<file path="src/bkrc_pkg.sv">
`default_nettype none
package bkrc_pkg;

  // ****************************************************************
  // Register map
  // ****************************************************************
  localparam logic [7:0] ADDR_CPU_LATCH = 8'h32;
  localparam logic [7:0] ADDR_GFX_LATCH = 8'h33;
  localparam logic [7:0] ADDR_CPU_CTRL = 8'h35;
  localparam logic [7:0] ADDR_GFX_CTRL = 8'h36;
  localparam logic [7:0] ADDR_MEM_CTRL = 8'h37;

  // Reset values
  localparam logic [7:0] RST_CPU_LATCH = 8'h7f;
  localparam logic [7:0] RST_GFX_LATCH = 8'h7f;
  localparam logic [5:0] RST_CPU_CTRL = 6'h24;
  localparam logic [5:0] RST_GFX_CTRL = 6'h04;
  localparam logic [5:0] RST_MEM_CTRL = 6'h04;

  // Field layout
  localparam int STATE_LSB = 0;
  localparam int STATE_MSB = 2;
  localparam int EXIT_LSB = 3;
  localparam int EXIT_MSB = 5;
  localparam int CTRL_W = 6;
  localparam int CODE_MSB = 6;
  localparam int OVERRIDE_BIT = 7;
  localparam int CODE_W = 7;

  // ****************************************************************
  // State codes and decoded modes
  // ****************************************************************
  localparam logic [2:0] ST_OFF = 3'h4;
  localparam logic [2:0] ST_PFM = 3'h5;
  localparam logic [2:0] ST_APS = 3'h6;
  localparam logic [2:0] ST_PWM = 3'h7;
  localparam logic [1:0] MODE_OFF = 2'h0;
  localparam logic [1:0] MODE_PFM = 2'h1;
  localparam logic [1:0] MODE_APS = 2'h2;
  localparam logic [1:0] MODE_PWM = 2'h3;

  // ****************************************************************
  // Voltage code and slew timing
  // ****************************************************************
  localparam int REF_W = 14;                 // Reference in units of 0.1 mV
  localparam int VMIN_DMV = 3000;            // 0.3 V
  localparam int STEP_DMV = 125;             // 12.5 mV
  localparam logic [6:0] CODE_MAX = 7'h48;   // 72 steps reach 1.2 V
  localparam int CLK_MHZ = 200;
  localparam int SLEW_MV_PER_US = 25;
  localparam int STEP_UV = 12500;
  // Least time per code step, rounded up to whole cycles
  localparam int STEP_CYC = (STEP_UV * CLK_MHZ + SLEW_MV_PER_US * 1000 - 1)
                            / (SLEW_MV_PER_US * 1000);
  localparam int DIV_W = 8;
  localparam logic [DIV_W-1:0] DIV_LAST = DIV_W'(STEP_CYC - 1);

  // ADC sample width and channel numbers of the fixed rails
  localparam int ADC_W = 10;
  localparam logic [1:0] ADC_CH_MEM = 2'h0;
  localparam logic [1:0] ADC_CH_PRE = 2'h1;

  // A state code selects a mode only when its top bit is set
  function automatic logic code_valid(input logic [2:0] c);
    code_valid = c[2];
  endfunction

  // Codes above the top step clamp to 1.2 V
  function automatic logic [6:0] code_clamp(input logic [6:0] c);
    code_clamp = (c > CODE_MAX) ? CODE_MAX : c;
  endfunction

  function automatic logic [REF_W-1:0] code_to_dmv(input logic [6:0] c);
    code_to_dmv = REF_W'(VMIN_DMV) + REF_W'(code_clamp(c)) * REF_W'(STEP_DMV);
  endfunction

endpackage
`default_nettype wire

</file>
<file path="src/bkrc_ramp.sv">
`timescale 1ns/1ps
`default_nettype none
module bkrc_ramp
  import bkrc_pkg::*;
(
  input wire logic clk_sys,
  input wire logic nrst,
  input wire logic step_en,
  input wire logic [6:0] target_code,
  output logic [6:0] ref_code,
  output logic [REF_W-1:0] ref_dmv
);

  typedef struct packed {
    logic [6:0] code;
    logic [REF_W-1:0] dmv;
  } bkrc_ramp_type;

  bkrc_ramp_type s_q, s_d;
  logic [6:0] goal;

  // ****************************************************************
  // One code step per slew tick, never a jump
  // ****************************************************************
  always_comb begin
    goal = code_clamp(target_code);
    s_d = s_q;
    if (step_en && goal > s_q.code) begin
      s_d.code = s_q.code + 7'h1;
    end else if (step_en && goal < s_q.code) begin
      s_d.code = s_q.code - 7'h1;
    end
    s_d.dmv = code_to_dmv(s_d.code);
  end

  // Reference starts at CODE_MAX, the clamped reset code of the latch register
  always_ff @(posedge clk_sys or negedge nrst) begin
    if (!nrst) begin
      s_q <= '{code: CODE_MAX, dmv: code_to_dmv(CODE_MAX)};
    end else begin
      s_q <= s_d;
    end
  end

  assign ref_code = s_q.code;
  assign ref_dmv = s_q.dmv;
endmodule // bkrc_ramp
`default_nettype wire

</file>
<file path="src/bkrc_isense.sv">
`timescale 1ns/1ps
`default_nettype none
module bkrc_isense
  import bkrc_pkg::*;
(
  input wire logic clk_sys,
  input wire logic nrst,
  input wire logic adc_valid,
  input wire logic [1:0] adc_chan,
  input wire logic [ADC_W-1:0] adc_data,
  output logic [ADC_W-1:0] mem_current,
  output logic [ADC_W-1:0] pre_current
);

  typedef struct packed {
    logic [ADC_W-1:0] mem;
    logic [ADC_W-1:0] pre;
  } bkrc_isense_type;

  bkrc_isense_type s_q, s_d;

  // ****************************************************************
  // Converted load current of each fixed rail
  // ****************************************************************
  always_comb begin
    s_d = s_q;
    if (adc_valid && adc_chan == ADC_CH_MEM) begin
      s_d.mem = adc_data;
    end
    if (adc_valid && adc_chan == ADC_CH_PRE) begin
      s_d.pre = adc_data;
    end
  end

  always_ff @(posedge clk_sys or negedge nrst) begin
    if (!nrst) begin
      s_q <= '0;
    end else begin
      s_q <= s_d;
    end
  end

  assign mem_current = s_q.mem;
  assign pre_current = s_q.pre;
endmodule // bkrc_isense
`default_nettype wire

</file>
<file path="src/bkrc_top.sv">
`timescale 1ns/1ps
`default_nettype none
module bkrc_top
  import bkrc_pkg::*;
(
  input wire logic clk_sys,
  input wire logic nrst,
  // Register access port
  input wire logic [7:0] reg_addr,
  input wire logic [7:0] reg_wdata,
  input wire logic reg_wr,
  input wire logic reg_rd,
  output logic [7:0] reg_rdata,
  // Processor voltage-code pins
  input wire logic [6:0] voltage_code_bus,
  input wire logic [1:0] voltage_code_latch_enables,
  input wire logic standby_exit_pin,
  // Analog side
  input wire logic [3:0] overcurrent_detect,
  input wire logic adc_valid,
  input wire logic [1:0] adc_chan,
  input wire logic [ADC_W-1:0] adc_data,
  output logic [2:0] rail_enable,
  output logic [5:0] rail_mode,
  output logic [2:0] rail_discharge,
  output logic [6:0] cpu_core_ref_code,
  output logic [REF_W-1:0] cpu_core_ref_dmv,
  output logic [6:0] gfx_core_ref_code,
  output logic [REF_W-1:0] gfx_core_ref_dmv,
  output logic [ADC_W-1:0] memory_rail_current,
  output logic [ADC_W-1:0] preregulator_current,
  output logic cpu_core_overcurrent_flag,
  output logic gfx_core_overcurrent_flag,
  output logic memory_rail_overcurrent_flag,
  output logic preregulator_overcurrent_flag,
  output logic regulator_fault_irq
);

  typedef struct packed {
    logic [7:0] cpu_latch;
    logic [7:0] gfx_latch;
    logic [CTRL_W-1:0] cpu_ctrl;
    logic [CTRL_W-1:0] gfx_ctrl;
    logic [CTRL_W-1:0] mem_ctrl;
    logic [6:0] cpu_pin;
    logic [6:0] gfx_pin;
    logic [6:0] cpu_target;
    logic [6:0] gfx_target;
    logic [3:0] fault;
    logic irq;
    logic [2:0] enable;
    logic [5:0] mode;
    logic [2:0] discharge;
    logic [7:0] rdata;
    logic [DIV_W-1:0] div;
    logic step;
  } bkrc_top_type;

  bkrc_top_type s_q, s_d;

  // ****************************************************************
  // Helpers
  // ****************************************************************

  // Register write into a control field; reserved bits are dropped
  function automatic logic [CTRL_W-1:0] ctrl_next(input logic [CTRL_W-1:0] cur,
                                                  input logic hit,
                                                  input logic [7:0] wd,
                                                  input logic exit_now);
    logic [CTRL_W-1:0] v;
    v = hit ? wd[CTRL_W-1:0] : cur;
    // Exit copy overrides a simultaneous state write
    if (exit_now && code_valid(v[EXIT_MSB:EXIT_LSB])) begin
      v[STATE_MSB:STATE_LSB] = v[EXIT_MSB:EXIT_LSB];
    end
    ctrl_next = v;
  endfunction

  // Reserved codes keep the mode already in force
  function automatic logic [1:0] mode_of(input logic [2:0] c, input logic [1:0] cur);
    logic [1:0] m;
    m = cur;
    unique case (c)
      ST_OFF: m = MODE_OFF;
      ST_PFM: m = MODE_PFM;
      ST_APS: m = MODE_APS;
      ST_PWM: m = MODE_PWM;
      default: m = cur;
    endcase
    mode_of = m;
  endfunction

  // ****************************************************************
  // Next-state logic
  // ****************************************************************
  logic [2:0] st_cpu, st_gfx, st_mem;

  always_comb begin
    s_d = s_q;
    // Host writes; latch registers take the full byte
    if (reg_wr && reg_addr == ADDR_CPU_LATCH) begin
      s_d.cpu_latch = reg_wdata;
    end
    if (reg_wr && reg_addr == ADDR_GFX_LATCH) begin
      s_d.gfx_latch = reg_wdata;
    end
    s_d.cpu_ctrl = ctrl_next(s_q.cpu_ctrl, reg_wr && reg_addr == ADDR_CPU_CTRL,
                             reg_wdata, standby_exit_pin);
    s_d.gfx_ctrl = ctrl_next(s_q.gfx_ctrl, reg_wr && reg_addr == ADDR_GFX_CTRL,
                             reg_wdata, standby_exit_pin);
    s_d.mem_ctrl = ctrl_next(s_q.mem_ctrl, reg_wr && reg_addr == ADDR_MEM_CTRL,
                             reg_wdata, standby_exit_pin);

    // Pins sampled on their latch enable into registers the host cannot reach
    if (voltage_code_latch_enables[0]) begin
      s_d.cpu_pin = voltage_code_bus;
    end
    if (voltage_code_latch_enables[1]) begin
      s_d.gfx_pin = voltage_code_bus;
    end

    // Code source: bit 7 set follows the register field
    s_d.cpu_target = s_d.cpu_latch[OVERRIDE_BIT] ? s_d.cpu_latch[CODE_MSB:0]
                                                 : s_d.cpu_pin;
    s_d.gfx_target = s_d.gfx_latch[OVERRIDE_BIT] ? s_d.gfx_latch[CODE_MSB:0]
                                                 : s_d.gfx_pin;

    // Decoded rail controls follow the new state field
    st_cpu = s_d.cpu_ctrl[STATE_MSB:STATE_LSB];
    st_gfx = s_d.gfx_ctrl[STATE_MSB:STATE_LSB];
    st_mem = s_d.mem_ctrl[STATE_MSB:STATE_LSB];
    s_d.mode = {mode_of(st_mem, s_q.mode[5:4]), mode_of(st_gfx, s_q.mode[3:2]),
                mode_of(st_cpu, s_q.mode[1:0])};
    s_d.enable = {s_d.mode[5:4] != MODE_OFF, s_d.mode[3:2] != MODE_OFF,
                  s_d.mode[1:0] != MODE_OFF};
    // Discharge holds for as long as the rail stays off
    s_d.discharge = ~s_d.enable;

    // Fault flags follow the comparators; any of them raises the interrupt
    s_d.fault = overcurrent_detect;
    s_d.irq = |overcurrent_detect;

    // Slew tick divider
    s_d.step = (s_q.div == DIV_LAST);
    s_d.div = s_d.step ? '0 : s_q.div + DIV_W'(1);

    // Read data; unmapped reads return zero
    if (reg_rd) begin
      unique case (reg_addr)
        ADDR_CPU_LATCH: s_d.rdata = s_q.cpu_latch;
        ADDR_GFX_LATCH: s_d.rdata = s_q.gfx_latch;
        ADDR_CPU_CTRL: s_d.rdata = {2'h0, s_q.cpu_ctrl};
        ADDR_GFX_CTRL: s_d.rdata = {2'h0, s_q.gfx_ctrl};
        ADDR_MEM_CTRL: s_d.rdata = {2'h0, s_q.mem_ctrl};
        default: s_d.rdata = 8'h00;
      endcase
    end
  end

  // ****************************************************************
  // State register
  // ****************************************************************
  always_ff @(posedge clk_sys or negedge nrst) begin
    if (!nrst) begin
      s_q <= '0;
      s_q.cpu_latch <= RST_CPU_LATCH;
      s_q.gfx_latch <= RST_GFX_LATCH;
      s_q.cpu_ctrl <= RST_CPU_CTRL;
      s_q.gfx_ctrl <= RST_GFX_CTRL;
      s_q.mem_ctrl <= RST_MEM_CTRL;
      s_q.cpu_target <= RST_CPU_LATCH[CODE_MSB:0];
      s_q.gfx_target <= RST_GFX_LATCH[CODE_MSB:0];
      // Pin copies match the targets, so no ramp starts at release
      s_q.cpu_pin <= RST_CPU_LATCH[CODE_MSB:0];
      s_q.gfx_pin <= RST_GFX_LATCH[CODE_MSB:0];
      s_q.discharge <= '1; // All reset states decode to off
    end else begin
      s_q <= s_d;
    end
  end

  // ****************************************************************
  // Reference ramps and current store
  // ****************************************************************
  bkrc_ramp u_cpu_ramp (
    .clk_sys(clk_sys),
    .nrst(nrst),
    .step_en(s_q.step),
    .target_code(s_q.cpu_target),
    .ref_code(cpu_core_ref_code),
    .ref_dmv(cpu_core_ref_dmv)
  );

  bkrc_ramp u_gfx_ramp (
    .clk_sys(clk_sys),
    .nrst(nrst),
    .step_en(s_q.step),
    .target_code(s_q.gfx_target),
    .ref_code(gfx_core_ref_code),
    .ref_dmv(gfx_core_ref_dmv)
  );

  bkrc_isense u_isense (
    .clk_sys(clk_sys),
    .nrst(nrst),
    .adc_valid(adc_valid),
    .adc_chan(adc_chan),
    .adc_data(adc_data),
    .mem_current(memory_rail_current),
    .pre_current(preregulator_current)
  );

  // Outputs straight from the state register
  assign reg_rdata = s_q.rdata;
  assign rail_enable = s_q.enable;
  assign rail_mode = s_q.mode;
  assign rail_discharge = s_q.discharge;
  assign cpu_core_overcurrent_flag = s_q.fault[0];
  assign gfx_core_overcurrent_flag = s_q.fault[1];
  assign memory_rail_overcurrent_flag = s_q.fault[2];
  assign preregulator_overcurrent_flag = s_q.fault[3];
  assign regulator_fault_irq = s_q.irq;
endmodule // bkrc_top
`default_nettype wire

</file>
<file path="config.mk">
export PLATFORM = sky130hd
export DESIGN_NAME = bkrc_top
export DESIGN_NICKNAME = d
export VERILOG_FILES = /design/src/bkrc_pkg.sv /design/src/bkrc_ramp.sv /design/src/bkrc_isense.sv /design/src/bkrc_top.sv
export SDC_FILE = /design/constraint.sdc
export NUM_CORES = 1
export LEC_CHECK = 0
export BUFFER_PORTS_ARGS = -buffer_cell sky130_fd_sc_hd__buf_2
export CAP_MARGIN = 20
export CORE_ASPECT_RATIO = 0.75
export CORE_MARGIN = 4
export CORE_UTILIZATION = 30
export DETAILED_ROUTE_END_ITERATION = 10
export SLEW_MARGIN = 0
export SYNTH_ARGS = -nofsm -noshare
export SYNTH_HDL_FRONTEND = slang
export SYNTH_SLANG_ARGS = --single-unit
export TNS_END_PERCENT = 100
</file>
<file path="constraint.sdc">
create_clock -name clk_sys -period 17.1 [get_ports clk_sys]
set_clock_uncertainty 0.05 [all_clocks]
set_input_delay 1.71 -clock clk_sys [delete_from_list [all_inputs] [get_ports clk_sys]]
set_output_delay 1.71 -clock clk_sys [all_outputs]
set_load 0.01 [all_outputs]
</file>
==> results.toml <==
[outcome]
status = "finished clean"

[clocking]
clk_latency_ps = 430
holdBufCountCts = 0
cts_buffer_depth = 2
clock-sinks = 158
cts_made_buffers = 17
htreeDepth = 4
cts_resized = 0
clkTransAtPathRegs_ps = 70
clock-root-buffer = "clkbuf_16"
post_cts_buffers = 0
cts_tree = "done"

[setup_path]
end_kind = "flip-flop"
crit_start = "s_q[41]"
reg2regPathDepth = 25
regToRegSetupSlack_ps = 9100
required_ps = 17400
startpoint_type = "flip-flop"
worst-endpoint-arrival_ps = 8300
reg2reg_to = "u_cpu_ramp.ref_dmv[13]"
critical_path_class = "flip-flop to flip-flop"
crit_end = "u_cpu_ramp.ref_dmv[13]"
cp_max_fo = 11
r2r_start = "s_q[41]"

[final_layout]
layout_common_cells = "132 x buf_2, 91 x dfrtp_1, 89 x inv_1"
syn_to_final_growth_pct = 16.1
drive_gt1_frac = 0.351
nets = 1106
instances_no_fill = 1364
utilization = 0.355
multiInputGateArea_sq_um = 5000
layout_commonest_cell = "buf_2"
nFillCells = 3053
regArea_sq_um = 4040

[grt]
grt_remaining_overflow = 0
grt_pass1_vias = 6671
grtUsageMet1 = 0.171
grt_max_degree = 94
busiest_layer = "met2"
grt_pass1_wl_um = 35000
antenna_found_initial = 4
use_met3 = 0.0318
grtUsageMet2 = 0.194
track_usage = 0.123

[timing]
final_max_slew_viol_count = 0
finalCritPeriodShare = 0.468
worst_pin_slew_ps = 1030
setup_tns_ps = 0
setup_ws_ps = 9100
max_slew_margin = 0.314
grt_setup_unrepaired = "no"
setup_viol = 0
finalHoldViolations = 0
fin_crit_ps = 8000
fin_hold_ws_ps = 423
max_freq_mhz = 125

[synthesis]
ys.flop_type = "dfrtp_1"
ys_seq_area_frac = 0.420
synth-seq-cells = 158
synth_edf_count = 0
yosysUniqueCellTypes = 72
synth-async-reset-ratio = 1.00
syn_inst = 831
syn_avg_cell_area_sq_um = 11.6
syn_area_sq_um = 9610
yosys_warnings = 0

[power_and_ir_drop]
cellPowerDensity_nw_per_um2 = 85.3
max-vdd-ir-drop_v = 0.0000605
seqPwrFrac = 0.455
pwr-share-clk = 0.411
p_sw_frac = 0.271
internal-power_mw = 0.694
switchingPower_mw = 0.257
combPwrFrac = 0.134
p_leak_nw = 5.28

[routing]
wl_per_cell_um = 15.3
wl_um = 20900
viasPerCell = 4.71
drt_pass1_iterations = 5
antenna_left = 0
drt_iter0_drc = 334
drc = 0
num_vias = 6423

[floorplan]
die_h_um = 163
start_util = 0.306
chipWidth_um = 215
die-area_sq_um = 35000
placeableCoreArea_sq_um = 31500
core.rowCount = 56
io_pins = 134

[worst_hold_path]
min_path_cells = 1
hold_class = "flip-flop to flip-flop"

[placement]
io_buffers = 133
dp_cells = 1331
dp_hpwl_um = 15800
place_ws_ps = 9070
place.gp.congestion = 0.811

[flow_run]
max_cap_violations = 0
-- Yosys cell counts (3+ instances only) --
cell	count	share of area
dfrtp_1	91	0.24
a211o_1	4	0.0036
a21o_1	12	0.0094
nor3b_1	4	0.0031
or2_2	4	0.0026
a31oi_1	4	0.0026
ha_1	79	0.10
buf_1	3	0.0012
a21oi_1	31	0.016
nor2b_1	12	0.0078
nor3_1	11	0.0057
dfstp_2	67	0.18
mux2i_1	15	0.016
o31a_1	7	0.0064
mux2_2	79	0.093
nand2b_1	5	0.0033
and4_1	3	0.0027
clkbuf_1	17	0.0066
xor2_1	12	0.011
inv_1	89	0.035
buf_4	20	0.016
fa_1	36	0.075
and2_1	5	0.0033
nand4_1	8	0.0052
nor2_1	24	0.0094
o22ai_1	4	0.0026
and3_1	6	0.0039
o22a_1	6	0.0055
nand3b_1	5	0.0039
mux4_2	3	0.0070
nand3_1	21	0.011
o21a_1	11	0.0086
o211ai_1	8	0.0062
o21ai_0	23	0.012
a211oi_1	6	0.0047
xnor2_1	21	0.019
nand2_1	27	0.011
a222oi_1	3	0.0031
-- per-stage QoR --
| stage | total power, mW | instance area (sq um) |
|---|---|---|
| 6_report | 0.952 | 11200 |
| 5_1_grt | 1.00 | 11200 |
| 4_1_cts | 0.967 | 11200 |
| 3_5_place_dp | 0.568 | 10600 |
| 3_3_place_gp | 0.566 | 10600 |
| 2_1_floorplan | 0.528 | 9620 |
-- metal layers --
layer	routed length (um)	up-vias
met5	37	-
met2	9330	145
met3	1060	20
met1	10300	3141
met4	188	6
li1	-	3111
-- state kept, by name, summed over array words and instances (netlist names) --
signal / count
s_q: 71
rail_mode: 6
rail_discharge: 3
regulator_fault_irq: 1
preregulator_overcurrent_flag: 1
rail_enable: 3
u_isense.pre_current: 10
u_cpu_ramp.ref_code: 7
cpu_core_overcurrent_flag: 1
u_cpu_ramp.ref_dmv: 14
u_gfx_ramp.ref_dmv: 14
u_gfx_ramp.ref_code: 7
gfx_core_overcurrent_flag: 1
reg_rdata: 8
memory_rail_overcurrent_flag: 1
u_isense.mem_current: 10
-- how the worst min path moves through the flow --
stage,slack [ps],endpoint,start
2_1_floorplan,390,rail_discharge[2],rail_mode[5]
3_5_place_dp,410,rail_discharge[2],rail_mode[5]
3_3_place_gp,410,s_q[8],s_q[8]
5_1_grt,450,rail_discharge[2],rail_mode[5]
4_1_cts,420,rail_discharge[2],rail_mode[5]
6_report,420,rail_discharge[2],rail_mode[5]
-- critical path, stage by stage, from the launching register on --
cell	delay, ps
dfstp_2	370
o31a_1	290
o31a_1	270
or2_2	280
ha_1	180
a211o_1	300
a21oi_1	630
nand3_1	150
o31a_1	180
xnor2_1	350
clkinv_1	330
o21ai_0	630
fa_1	510
inv_1	100
fa_1	450
fa_1	540
inv_1	50
fa_1	520
inv_1	40
ha_1	330
a21oi_1	210
nor2b_1	80
o21a_1	190
o41ai_1	480
o21ai_0	220
xnor2_1	180
-- power by group through the flow --
stage / Combinational, mW / Clock, mW / Sequential (mW)
4_1_cts: 0.129 / 0.405 / 0.434
6_report: 0.127 / 0.391 / 0.433
3_5_place_dp: 0.128 / 0 / 0.440
2_1_floorplan: 0.0877 / 0 / 0.441
3_3_place_gp: 0.127 / 0 / 0.439
5_1_grt: 0.142 / 0.420 / 0.438
-- logic make-up after synthesis --
| family | Yosys count | synth area share |
|---|---|---|
| simple gates | 155 | 0.0923 |
| flops | 158 | 0.420 |
| fa+ha+maj | 115 | 0.178 |
| mux | 98 | 0.117 |
| xor+xnor | 33 | 0.0301 |
| other cells | 1 | 0.000390 |
| buf+inv | 132 | 0.0596 |
| compound gates | 139 | 0.103 |
-- layout make-up --
| cell class | count | area share |
|---|---|---|
| Antenna cell | 1 | 0.000224 |
| Inverter | 90 | 0.0303 |
| Timing Repair Buffer | 135 | 0.0615 |
| Clock buffer | 19 | 0.0388 |
| Sequential cell | 158 | 0.362 |
| Tap cell | 406 | 0.0455 |
| Clock inverter | 13 | 0.0136 |
| Multi-Input combinational cell | 542 | 0.448 |
Power figures use the tool's default switching activity.
